==> src/logic/pit_pkg.sv <==
// Constants and register map of the prescaled interval timer
// Overview of operation
// - A 16-bit down-counter decrements by one on every prescaled tick while it is above one.
// - An 8-bit prescale register holds n minus one; zero means every cycle.
// - When a tick finds the down-counter at one (or zero) a timer interrupt is raised.
// - On that tick the counter reloads from the 16-bit period register instead of stepping to zero.
package pit_pkg;
   localparam int PIT_COUNT_W = 16;
   localparam int PIT_SCALE_W = 8;
   localparam logic [7:0] PIT_OFS_COUNT = 8'h00;
   localparam logic [7:0] PIT_OFS_SCALE = 8'h04;
   localparam logic [7:0] PIT_OFS_PERIOD = 8'h08;
   localparam logic [7:0] PIT_OFS_CTRL = 8'h0c;
   localparam logic [7:0] PIT_OFS_STATUS = 8'h10;
   localparam logic [7:0] PIT_OFS_CLEAR = 8'h14;
   localparam logic [7:0] PIT_OFS_IRQ_EN = 8'h18;
   localparam logic [15:0] PIT_COUNT_RST = 16'h0000;
   localparam logic [7:0] PIT_SCALE_RST = 8'h00;
   localparam logic [15:0] PIT_PERIOD_RST = 16'h0000;
   localparam int PIT_CTRL_EN_BIT = 0;
   localparam int PIT_STAT_ZERO_BIT = 0;
endpackage

==> src/logic/pit_prescaler.sv <==
// Prescaler that issues one tick every prescale+1 cycles
`timescale 1ns/10ps
module pit_prescaler
   import pit_pkg::*;
#(
   parameter int SCALE_W = PIT_SCALE_W
) (
   input wire logic pclk,
   input wire logic presetn,
   input wire logic run,
   input wire logic [SCALE_W-1:0] scale,
   output logic tick
);
   logic [SCALE_W-1:0] cnt_q;
   wire at_end = (cnt_q == '0);
   assign tick = run && at_end;

   always_ff @(posedge pclk or negedge presetn) begin
      if (!presetn) begin
         cnt_q <= '0;
      end else if (!run || at_end) begin
         cnt_q <= scale;
      end else begin
         cnt_q <= cnt_q - 1'b1;
      end
   end
endmodule

==> src/logic/pit_timer.sv <==
// APB interval timer top: registers, down-counter and interrupt
`timescale 1ns/10ps
module pit_timer
   import pit_pkg::*;
(
   input wire logic pclk,
   input wire logic presetn,
   input wire logic psel,
   input wire logic penable,
   input wire logic pwrite,
   input wire logic [7:0] paddr,
   input wire logic [31:0] pwdata,
   output logic [31:0] prdata,
   output logic pready,
   output logic pslverr,
   output logic irq
);
   logic [15:0] timer_down_count_q;
   logic [7:0] timer_prescale_q;
   logic [15:0] timer_reload_period_q;
   logic enable_q;
   logic zero_stat_q;
   logic zero_en_q;
   logic [31:0] prdata_q;
   logic pready_q;
   logic pslverr_q;
   logic irq_q;
   logic tick;

   // One wait state: setup, access, then pready
   wire acc = psel && penable && !pready_q;
   wire wr = acc && pwrite;
   wire rd = acc && !pwrite;
   wire hit_count = (paddr == PIT_OFS_COUNT);
   wire hit_scale = (paddr == PIT_OFS_SCALE);
   wire hit_period = (paddr == PIT_OFS_PERIOD);
   wire hit_ctrl = (paddr == PIT_OFS_CTRL);
   wire hit_stat = (paddr == PIT_OFS_STATUS);
   wire hit_clr = (paddr == PIT_OFS_CLEAR);
   wire hit_en = (paddr == PIT_OFS_IRQ_EN);
   wire mapped = hit_count | hit_scale | hit_period | hit_ctrl | hit_stat | hit_clr | hit_en;
   wire at_zero = enable_q && tick && (timer_down_count_q == 16'h0001 || timer_down_count_q == 16'h0000);
   wire dec_step = enable_q && tick && !at_zero;
   wire clr_zero = wr && hit_clr && pwdata[PIT_STAT_ZERO_BIT];
   wire irq_d = (zero_stat_q || at_zero) && zero_en_q;
   wire [31:0] rd_mux =
      hit_count ? {16'h0000, timer_down_count_q} :
      hit_scale ? {24'h000000, timer_prescale_q} :
      hit_period ? {16'h0000, timer_reload_period_q} :
      hit_ctrl ? {31'h00000000, enable_q} :
      hit_stat ? {31'h00000000, zero_stat_q} :
      hit_en ? {31'h00000000, zero_en_q} : 32'h00000000;

   pit_prescaler #(.SCALE_W(PIT_SCALE_W)) u_pre (
      .pclk(pclk),
      .presetn(presetn),
      .run(enable_q),
      .scale(timer_prescale_q),
      .tick(tick)
   );

   always_ff @(posedge pclk or negedge presetn) begin
      if (!presetn) begin
         pready_q <= 1'b0;
         pslverr_q <= 1'b0;
         prdata_q <= 32'h00000000;
      end else begin
         pready_q <= acc;
         pslverr_q <= acc && !mapped;
         prdata_q <= rd ? rd_mux : 32'h00000000;
      end
   end

   always_ff @(posedge pclk or negedge presetn) begin
      if (!presetn) begin
         timer_prescale_q <= PIT_SCALE_RST;
         timer_reload_period_q <= PIT_PERIOD_RST;
         enable_q <= 1'b0;
         zero_en_q <= 1'b0;
      end else if (wr) begin
         if (hit_scale) timer_prescale_q <= pwdata[7:0];
         if (hit_period) timer_reload_period_q <= pwdata[15:0];
         if (hit_ctrl) enable_q <= pwdata[PIT_CTRL_EN_BIT];
         if (hit_en) zero_en_q <= pwdata[PIT_STAT_ZERO_BIT];
      end
   end

   // Counter: software write wins over the tick; zero reloads
   always_ff @(posedge pclk or negedge presetn) begin
      if (!presetn) begin
         timer_down_count_q <= PIT_COUNT_RST;
      end else if (wr && hit_count) begin
         timer_down_count_q <= pwdata[15:0];
      end else if (at_zero) begin
         timer_down_count_q <= timer_reload_period_q;
      end else if (dec_step) begin
         timer_down_count_q <= timer_down_count_q - 16'h0001;
      end
   end

   // Sticky event, set beats clear
   always_ff @(posedge pclk or negedge presetn) begin
      if (!presetn) begin
         zero_stat_q <= 1'b0;
         irq_q <= 1'b0;
      end else begin
         zero_stat_q <= at_zero || (zero_stat_q && !clr_zero);
         irq_q <= irq_d && !(clr_zero && !at_zero);
      end
   end

   assign prdata = prdata_q;
   assign pready = pready_q;
   assign pslverr = pslverr_q;
   assign irq = irq_q;

   a_zero_sets_stat: assert property (@(posedge pclk) disable iff (!presetn)
      at_zero |=> zero_stat_q)
      else $error("zero event not latched");

   a_reload_on_zero: assert property (@(posedge pclk) disable iff (!presetn)
      at_zero && !(wr && hit_count) |=> timer_down_count_q == $past(timer_reload_period_q))
      else $error("counter not reloaded");

   a_decrement_one: assert property (@(posedge pclk) disable iff (!presetn)
      dec_step && !(wr && hit_count) |=> timer_down_count_q == $past(timer_down_count_q) - 16'h0001)
      else $error("bad decrement");

   a_hold_no_tick: assert property (@(posedge pclk) disable iff (!presetn)
      !tick && !(wr && hit_count) |=> $stable(timer_down_count_q))
      else $error("count moved without tick");

   a_scale_zero_tick: assert property (@(posedge pclk) disable iff (!presetn)
      enable_q && timer_prescale_q == 8'h00 && $past(enable_q) && $past(timer_prescale_q) == 8'h00 |-> tick)
      else $error("scale zero must tick each cycle");

   a_tick_spacing: assert property (@(posedge pclk) disable iff (!presetn)
      tick && timer_prescale_q == 8'h01 && enable_q |=> !tick)
      else $error("tick too early");

   a_tick_repeat: assert property (@(posedge pclk) disable iff (!presetn)
      tick && timer_prescale_q == 8'h01 && enable_q ##1 enable_q && timer_prescale_q == 8'h01 |=> tick)
      else $error("tick not repeated");

   a_irq_follows: assert property (@(posedge pclk) disable iff (!presetn)
      at_zero && zero_en_q |=> irq)
      else $error("irq missing");

   // Bus answer is a single-cycle pulse
   a_ready_one_cycle: assert property (@(posedge pclk) disable iff (!presetn)
      pready |=> !pready)
      else $error("pready held too long");

   // One wait state after the first access edge
   a_ready_after_acc: assert property (@(posedge pclk) disable iff (!presetn)
      acc |=> pready)
      else $error("pready missing");

   // Error flag only with the answer
   a_slverr_ready: assert property (@(posedge pclk) disable iff (!presetn)
      pslverr |-> pready)
      else $error("pslverr without pready");

   // Read data is zero outside the answer cycle
   a_rdata_idle: assert property (@(posedge pclk) disable iff (!presetn)
      !pready |-> prdata == 32'h00000000)
      else $error("read data not zero when idle");

   // Unmapped writes change nothing
   a_unmapped_ignored: assert property (@(posedge pclk) disable iff (!presetn)
      wr && !mapped |=> $stable(timer_prescale_q) && $stable(timer_reload_period_q) && $stable(enable_q))
      else $error("unmapped write took effect");

   // Prescale write lands
   a_scale_write: assert property (@(posedge pclk) disable iff (!presetn)
      wr && hit_scale |=> timer_prescale_q == $past(pwdata[7:0]))
      else $error("prescale write lost");

   // Period write lands
   a_period_write: assert property (@(posedge pclk) disable iff (!presetn)
      wr && hit_period |=> timer_reload_period_q == $past(pwdata[15:0]))
      else $error("period write lost");

   // Counter write beats the tick
   a_count_write: assert property (@(posedge pclk) disable iff (!presetn)
      wr && hit_count |=> timer_down_count_q == $past(pwdata[15:0]))
      else $error("count write lost");

   // Enable write lands
   a_enable_write: assert property (@(posedge pclk) disable iff (!presetn)
      wr && hit_ctrl |=> enable_q == $past(pwdata[PIT_CTRL_EN_BIT]))
      else $error("enable write lost");

   // Stopped timer never ticks
   a_no_tick_idle: assert property (@(posedge pclk) disable iff (!presetn)
      !enable_q |-> !tick)
      else $error("tick while disabled");

   // Plain decrements never cross the event point
   a_dec_above_one: assert property (@(posedge pclk) disable iff (!presetn)
      dec_step |-> timer_down_count_q > 16'h0001)
      else $error("decrement at event point");

   // Status stays set until cleared
   a_stat_sticky: assert property (@(posedge pclk) disable iff (!presetn)
      zero_stat_q && !clr_zero |=> zero_stat_q)
      else $error("status lost without clear");

   // Clear without a new event drops status and line
   a_clear_drops: assert property (@(posedge pclk) disable iff (!presetn)
      clr_zero && !at_zero |=> !zero_stat_q && !irq)
      else $error("clear ignored");

   // Masked event keeps the line low
   a_irq_masked: assert property (@(posedge pclk) disable iff (!presetn)
      !zero_en_q |=> !irq)
      else $error("irq while masked");

   // Line high only with status set
   a_irq_needs_stat: assert property (@(posedge pclk) disable iff (!presetn)
      irq |-> zero_stat_q)
      else $error("irq without status");

   // Count read returns the counter
   a_read_count: assert property (@(posedge pclk) disable iff (!presetn)
      rd && hit_count |=> prdata == {16'h0000, $past(timer_down_count_q)})
      else $error("count read wrong");
endmodule

==> config.mk <==
export PLATFORM = sky130hd
export DESIGN_NAME = pit_timer
export DESIGN_NICKNAME = d
export VERILOG_FILES = /design/src/logic/pit_pkg.sv /design/src/logic/pit_prescaler.sv /design/src/logic/pit_timer.sv
export SDC_FILE = /design/constraint.sdc
export NUM_CORES = 1
export LEC_CHECK = 0
export ABC_AREA = 0
export BUFFER_PORTS_ARGS = -buffer_cell sky130_fd_sc_hd__buf_2
export CAP_MARGIN = 20
export CORE_UTILIZATION = 50
export DETAILED_ROUTE_END_ITERATION = 8
export PLACE_DENSITY = 0.85
export SLEW_MARGIN = 10
export SYNTH_ARGS = -nofsm -noshare
export SYNTH_HDL_FRONTEND = slang
export SYNTH_SLANG_ARGS = --single-unit
==> constraint.sdc <==
create_clock -name pclk -period 2 [get_ports pclk]
set_input_delay 0.3 -clock pclk [delete_from_list [all_inputs] [get_ports pclk]]
set_output_delay 0.3 -clock pclk [all_outputs]
set_load 0.02 [all_outputs]
==> impl_metrics.csv <==
group,metric,value,unit
placed_design,dp_hpwl,7.14,mm
finish,layout-drive-gt1-share,40.2,%
power_and_ir_drop,ir_drop,366,µV
yosys,ys.warnings.count,0,
worst_setup_path,cp_data_required_time,2.24,ns
worst_setup_path,rr_endpoint,"timer_down_count_q[9]",
timing,fin_crit,2.17,ns
clock_tree,cts.sinks,70,
floorplan,start_util,52.8,%
worst_setup_path,crit_type,"register to register",
timing,skew,0.0117,ns
timing,setup_violations,27,
worst_hold_path,hold_class,"input pin to register",
global_route,grt_pass1_vias,3422,
yosys,synth.distinct_cells,61,
global_route,grt_first_pass_wirelength,17.2,mm
power_and_ir_drop,p_leak,2.53,nW
timing,fin_tns_setup,-2.08,ns
timing,hold_viol_final,0,
status,violations,"negative setup slack",
clock_tree,cts_max_level,3,
yosys,synth_top_area_cell,"dfrtp_1",
yosys,ys_ff_latch,70,
yosys,yosysTopAreaCellShare,45.1,%
floorplan,die_w,90.2,µm
clock_tree,clk_pin_slew_worst_paths,0.08,ns
floorplan,dieHeight,90.2,µm
global_route,overflow,0,
yosys,seq_area_frac_synth,45.1,%
worst_setup_path,cp-startpoint,"timer_down_count_q[4]",
timing,rsz0062_at_grt,"yes",
timing,slew_violations,0,
timing,timing.final.ws_setup,-0.172,ns
floorplan,dieArea,8130,µm²
worst_setup_path,r2r_cells,6,
worst_setup_path,crit_path_start_kind,"register",
global_route,grt.total_usage,27.2,%
detailed_routing,via_per_inst,5.95,
detailed_routing,finalWirelength,11.2,mm
worst_setup_path,crit-reg2reg-launch,"timer_down_count_q[4]",
global_route,gr-usage-met1,34.4,%
placed_design,place_ws,-0.188,ns
worst_setup_path,r2r_slack,-0.17,ns
yosys,synth.top_cells.by_area,"dfrtp_1, mux2_2, mux2i_1, nor2_1, buf_4",
power_and_ir_drop,p_per_area,687,nW/µm²
run,drv_cap,0,
clock_tree,clk_latency,0.36,ns
worst_setup_path,cp.arrival,2.42,ns
placed_design,placed_cell_area,4610,µm²
placed_design,port_buffers,47,
floorplan,design.core.area,7370,µm²
detailed_routing,ant_nets,0,
timing,fin_crit_sh,109,%
placed_design,place_inst,572,
timing,holdWs,0.184,ns
worst_hold_path,hold_start,"pwdata[14]",
yosys,syn_area,3890,µm²
clock_tree,cts-root-buf,"clkbuf_8",
worst_setup_path,endpoint,"timer_down_count_q[9]",
worst_setup_path,cp_max_fo,4,
finish,stdcell_area,5180,µm²
yosys,yosys.cell_count.top_type,"dfrtp_1",
placed_design,gp_congestion,0.941,
worst_setup_path,worstSetupEndpointType,"register",
finish,nets,545,
detailed_routing,drcViolationCount,0,
global_route,met2_usage,44.0,%
yosys,syn_avg_cell_area,10.1,µm²
detailed_routing,wl_per_cell,18.6,µm
global_route,grt-busiest-layer,"met2",
global_route,grt_start_max_net_pins,42,
yosys,synth_common_cells,"dfrtp_1, nor2_1, mux2_2, o21ai_0, mux2i_1",
finish,post-route-util,70.3,%
finish,final_cell_count_no_fill,599,
floorplan,io_pins,80,
yosys,postSynthCellCount,385,
detailed_routing,drt_iter0_drc,309,
finish,synthToLayoutAreaGrowth,33.3,%
clock_tree,cts_tree,"done",
global_route,antenna_found_initial,0,
clock_tree,clockBufferDepth,2,
yosys,synth_edf_count,0,
finish,n_antenna_cell,0,
global_route,grt_use_met3,4.91,%
detailed_routing,vias,3563,
clock_tree,numCtsBuffers,9,
status,status,"complete, but fails checks",
yosys,ys_async_sr_fraction,100,%
detailed_routing,drt-pass1-iter-count,6,
timing,fmax,461,MHz
power_and_ir_drop,p_total,3.56,mW
floorplan,rows,31,
yosys,ys.flop_type,"dfrtp_1",
## layer usage
layer	routed length (µm)	share of wire [%]	vias up
met1	4530	41	1762
met4	400	3.6	0
met3	804	7.2	43
met2	5430	49	195
li1	-	-	1563
met5	0	0	-
## how the worst min path moves through the flow
stage                           endpoint  cells after the start  slack, ns
2_1_floorplan                   enable_q                      0      0.004
3_3_place_gp    timer_reload_period_q[9]                      1       0.19
3_5_place_dp    timer_reload_period_q[8]                      1       0.21
4_1_cts        timer_reload_period_q[14]                      2       0.18
5_1_grt        timer_reload_period_q[14]                      2       0.18
6_report       timer_reload_period_q[14]                      2       0.18
## placed cells by master (no fill, tap or decap), types with 4 or more instances in the layout
cell       n
a21oi_1   19
a31oi_1    4
and3_1     5
buf_2     47
buf_4     63
buf_6      4
clkbuf_8   9
conb_1    16
dfrtp_1   68
inv_1      8
mux2_4    24
mux2i_1   20
nand2_1   18
nand3_1    7
nor2_1    42
nor3_1     6
o21ai_0   14
o21ai_1   10
or3_4      4
xnor2_1   10
xor2_1     4
## power breakdown
part,leakage (nW),switching [mW],internal (mW)
Combinational,1.48,0.362,0.330
Clock,0.115,0.537,0.828
Sequential,0.944,0.0407,1.46
## worst max-delay path, stage by stage (launching register included)
cell       delay [ns]
dfrtp_1          0.39
or4_1            0.52
or4_4            0.47
or2_4            0.28
buf_6            0.14
o31ai_4          0.19
a2bb2oi_2        0.08
## flip-flops by register name, indices dropped and copies added, names as in the netlist, 8 cells and up
signal	flops
timer_prescale_q	8
timer_reload_period_q	16
u_pre.cnt_q	8
prdata	16
timer_down_count_q	16
## layout make-up
class / instances / area (µm²)
Timing Repair Buffer: 119 / 846
Fill cell: 498 / 2190
Sequential cell: 70 / 1750
Inverter: 9 / 33.8
Tap cell: 99 / 124
Clock buffer: 12 / 135
Clock inverter: 4 / 95.1
Multi-Input combinational cell: 286 / 2190
## repair_timing
item	CTS	global route
gates cloned	1	0
hold buffers	1	0
resized for setup	33	34
pin swaps	7	6
setup endpoints to repair	37	42
buffers inserted	5	4
endpoints found under the hold margin	10	0
## cell families (layout without fill, tap and decap cells)
logic type | after synthesis | count (layout) | synth area share, %
and+or+nand+nor | 131 | 131 | 18.5
xor gates and xnor gates | 14 | 14 | 3.15
DFF | 70 | 70 | 45.1
AOI/OAI and AO/OA | 73 | 73 | 11.8
muxes | 47 | 47 | 13.3
adders and majority gates | 5 | 5 | 1.61
other | 1 | 16 | 0.0965
buffers and inverters | 44 | 144 | 6.44
No activity file was read; power rests on OpenSTA's default activity.
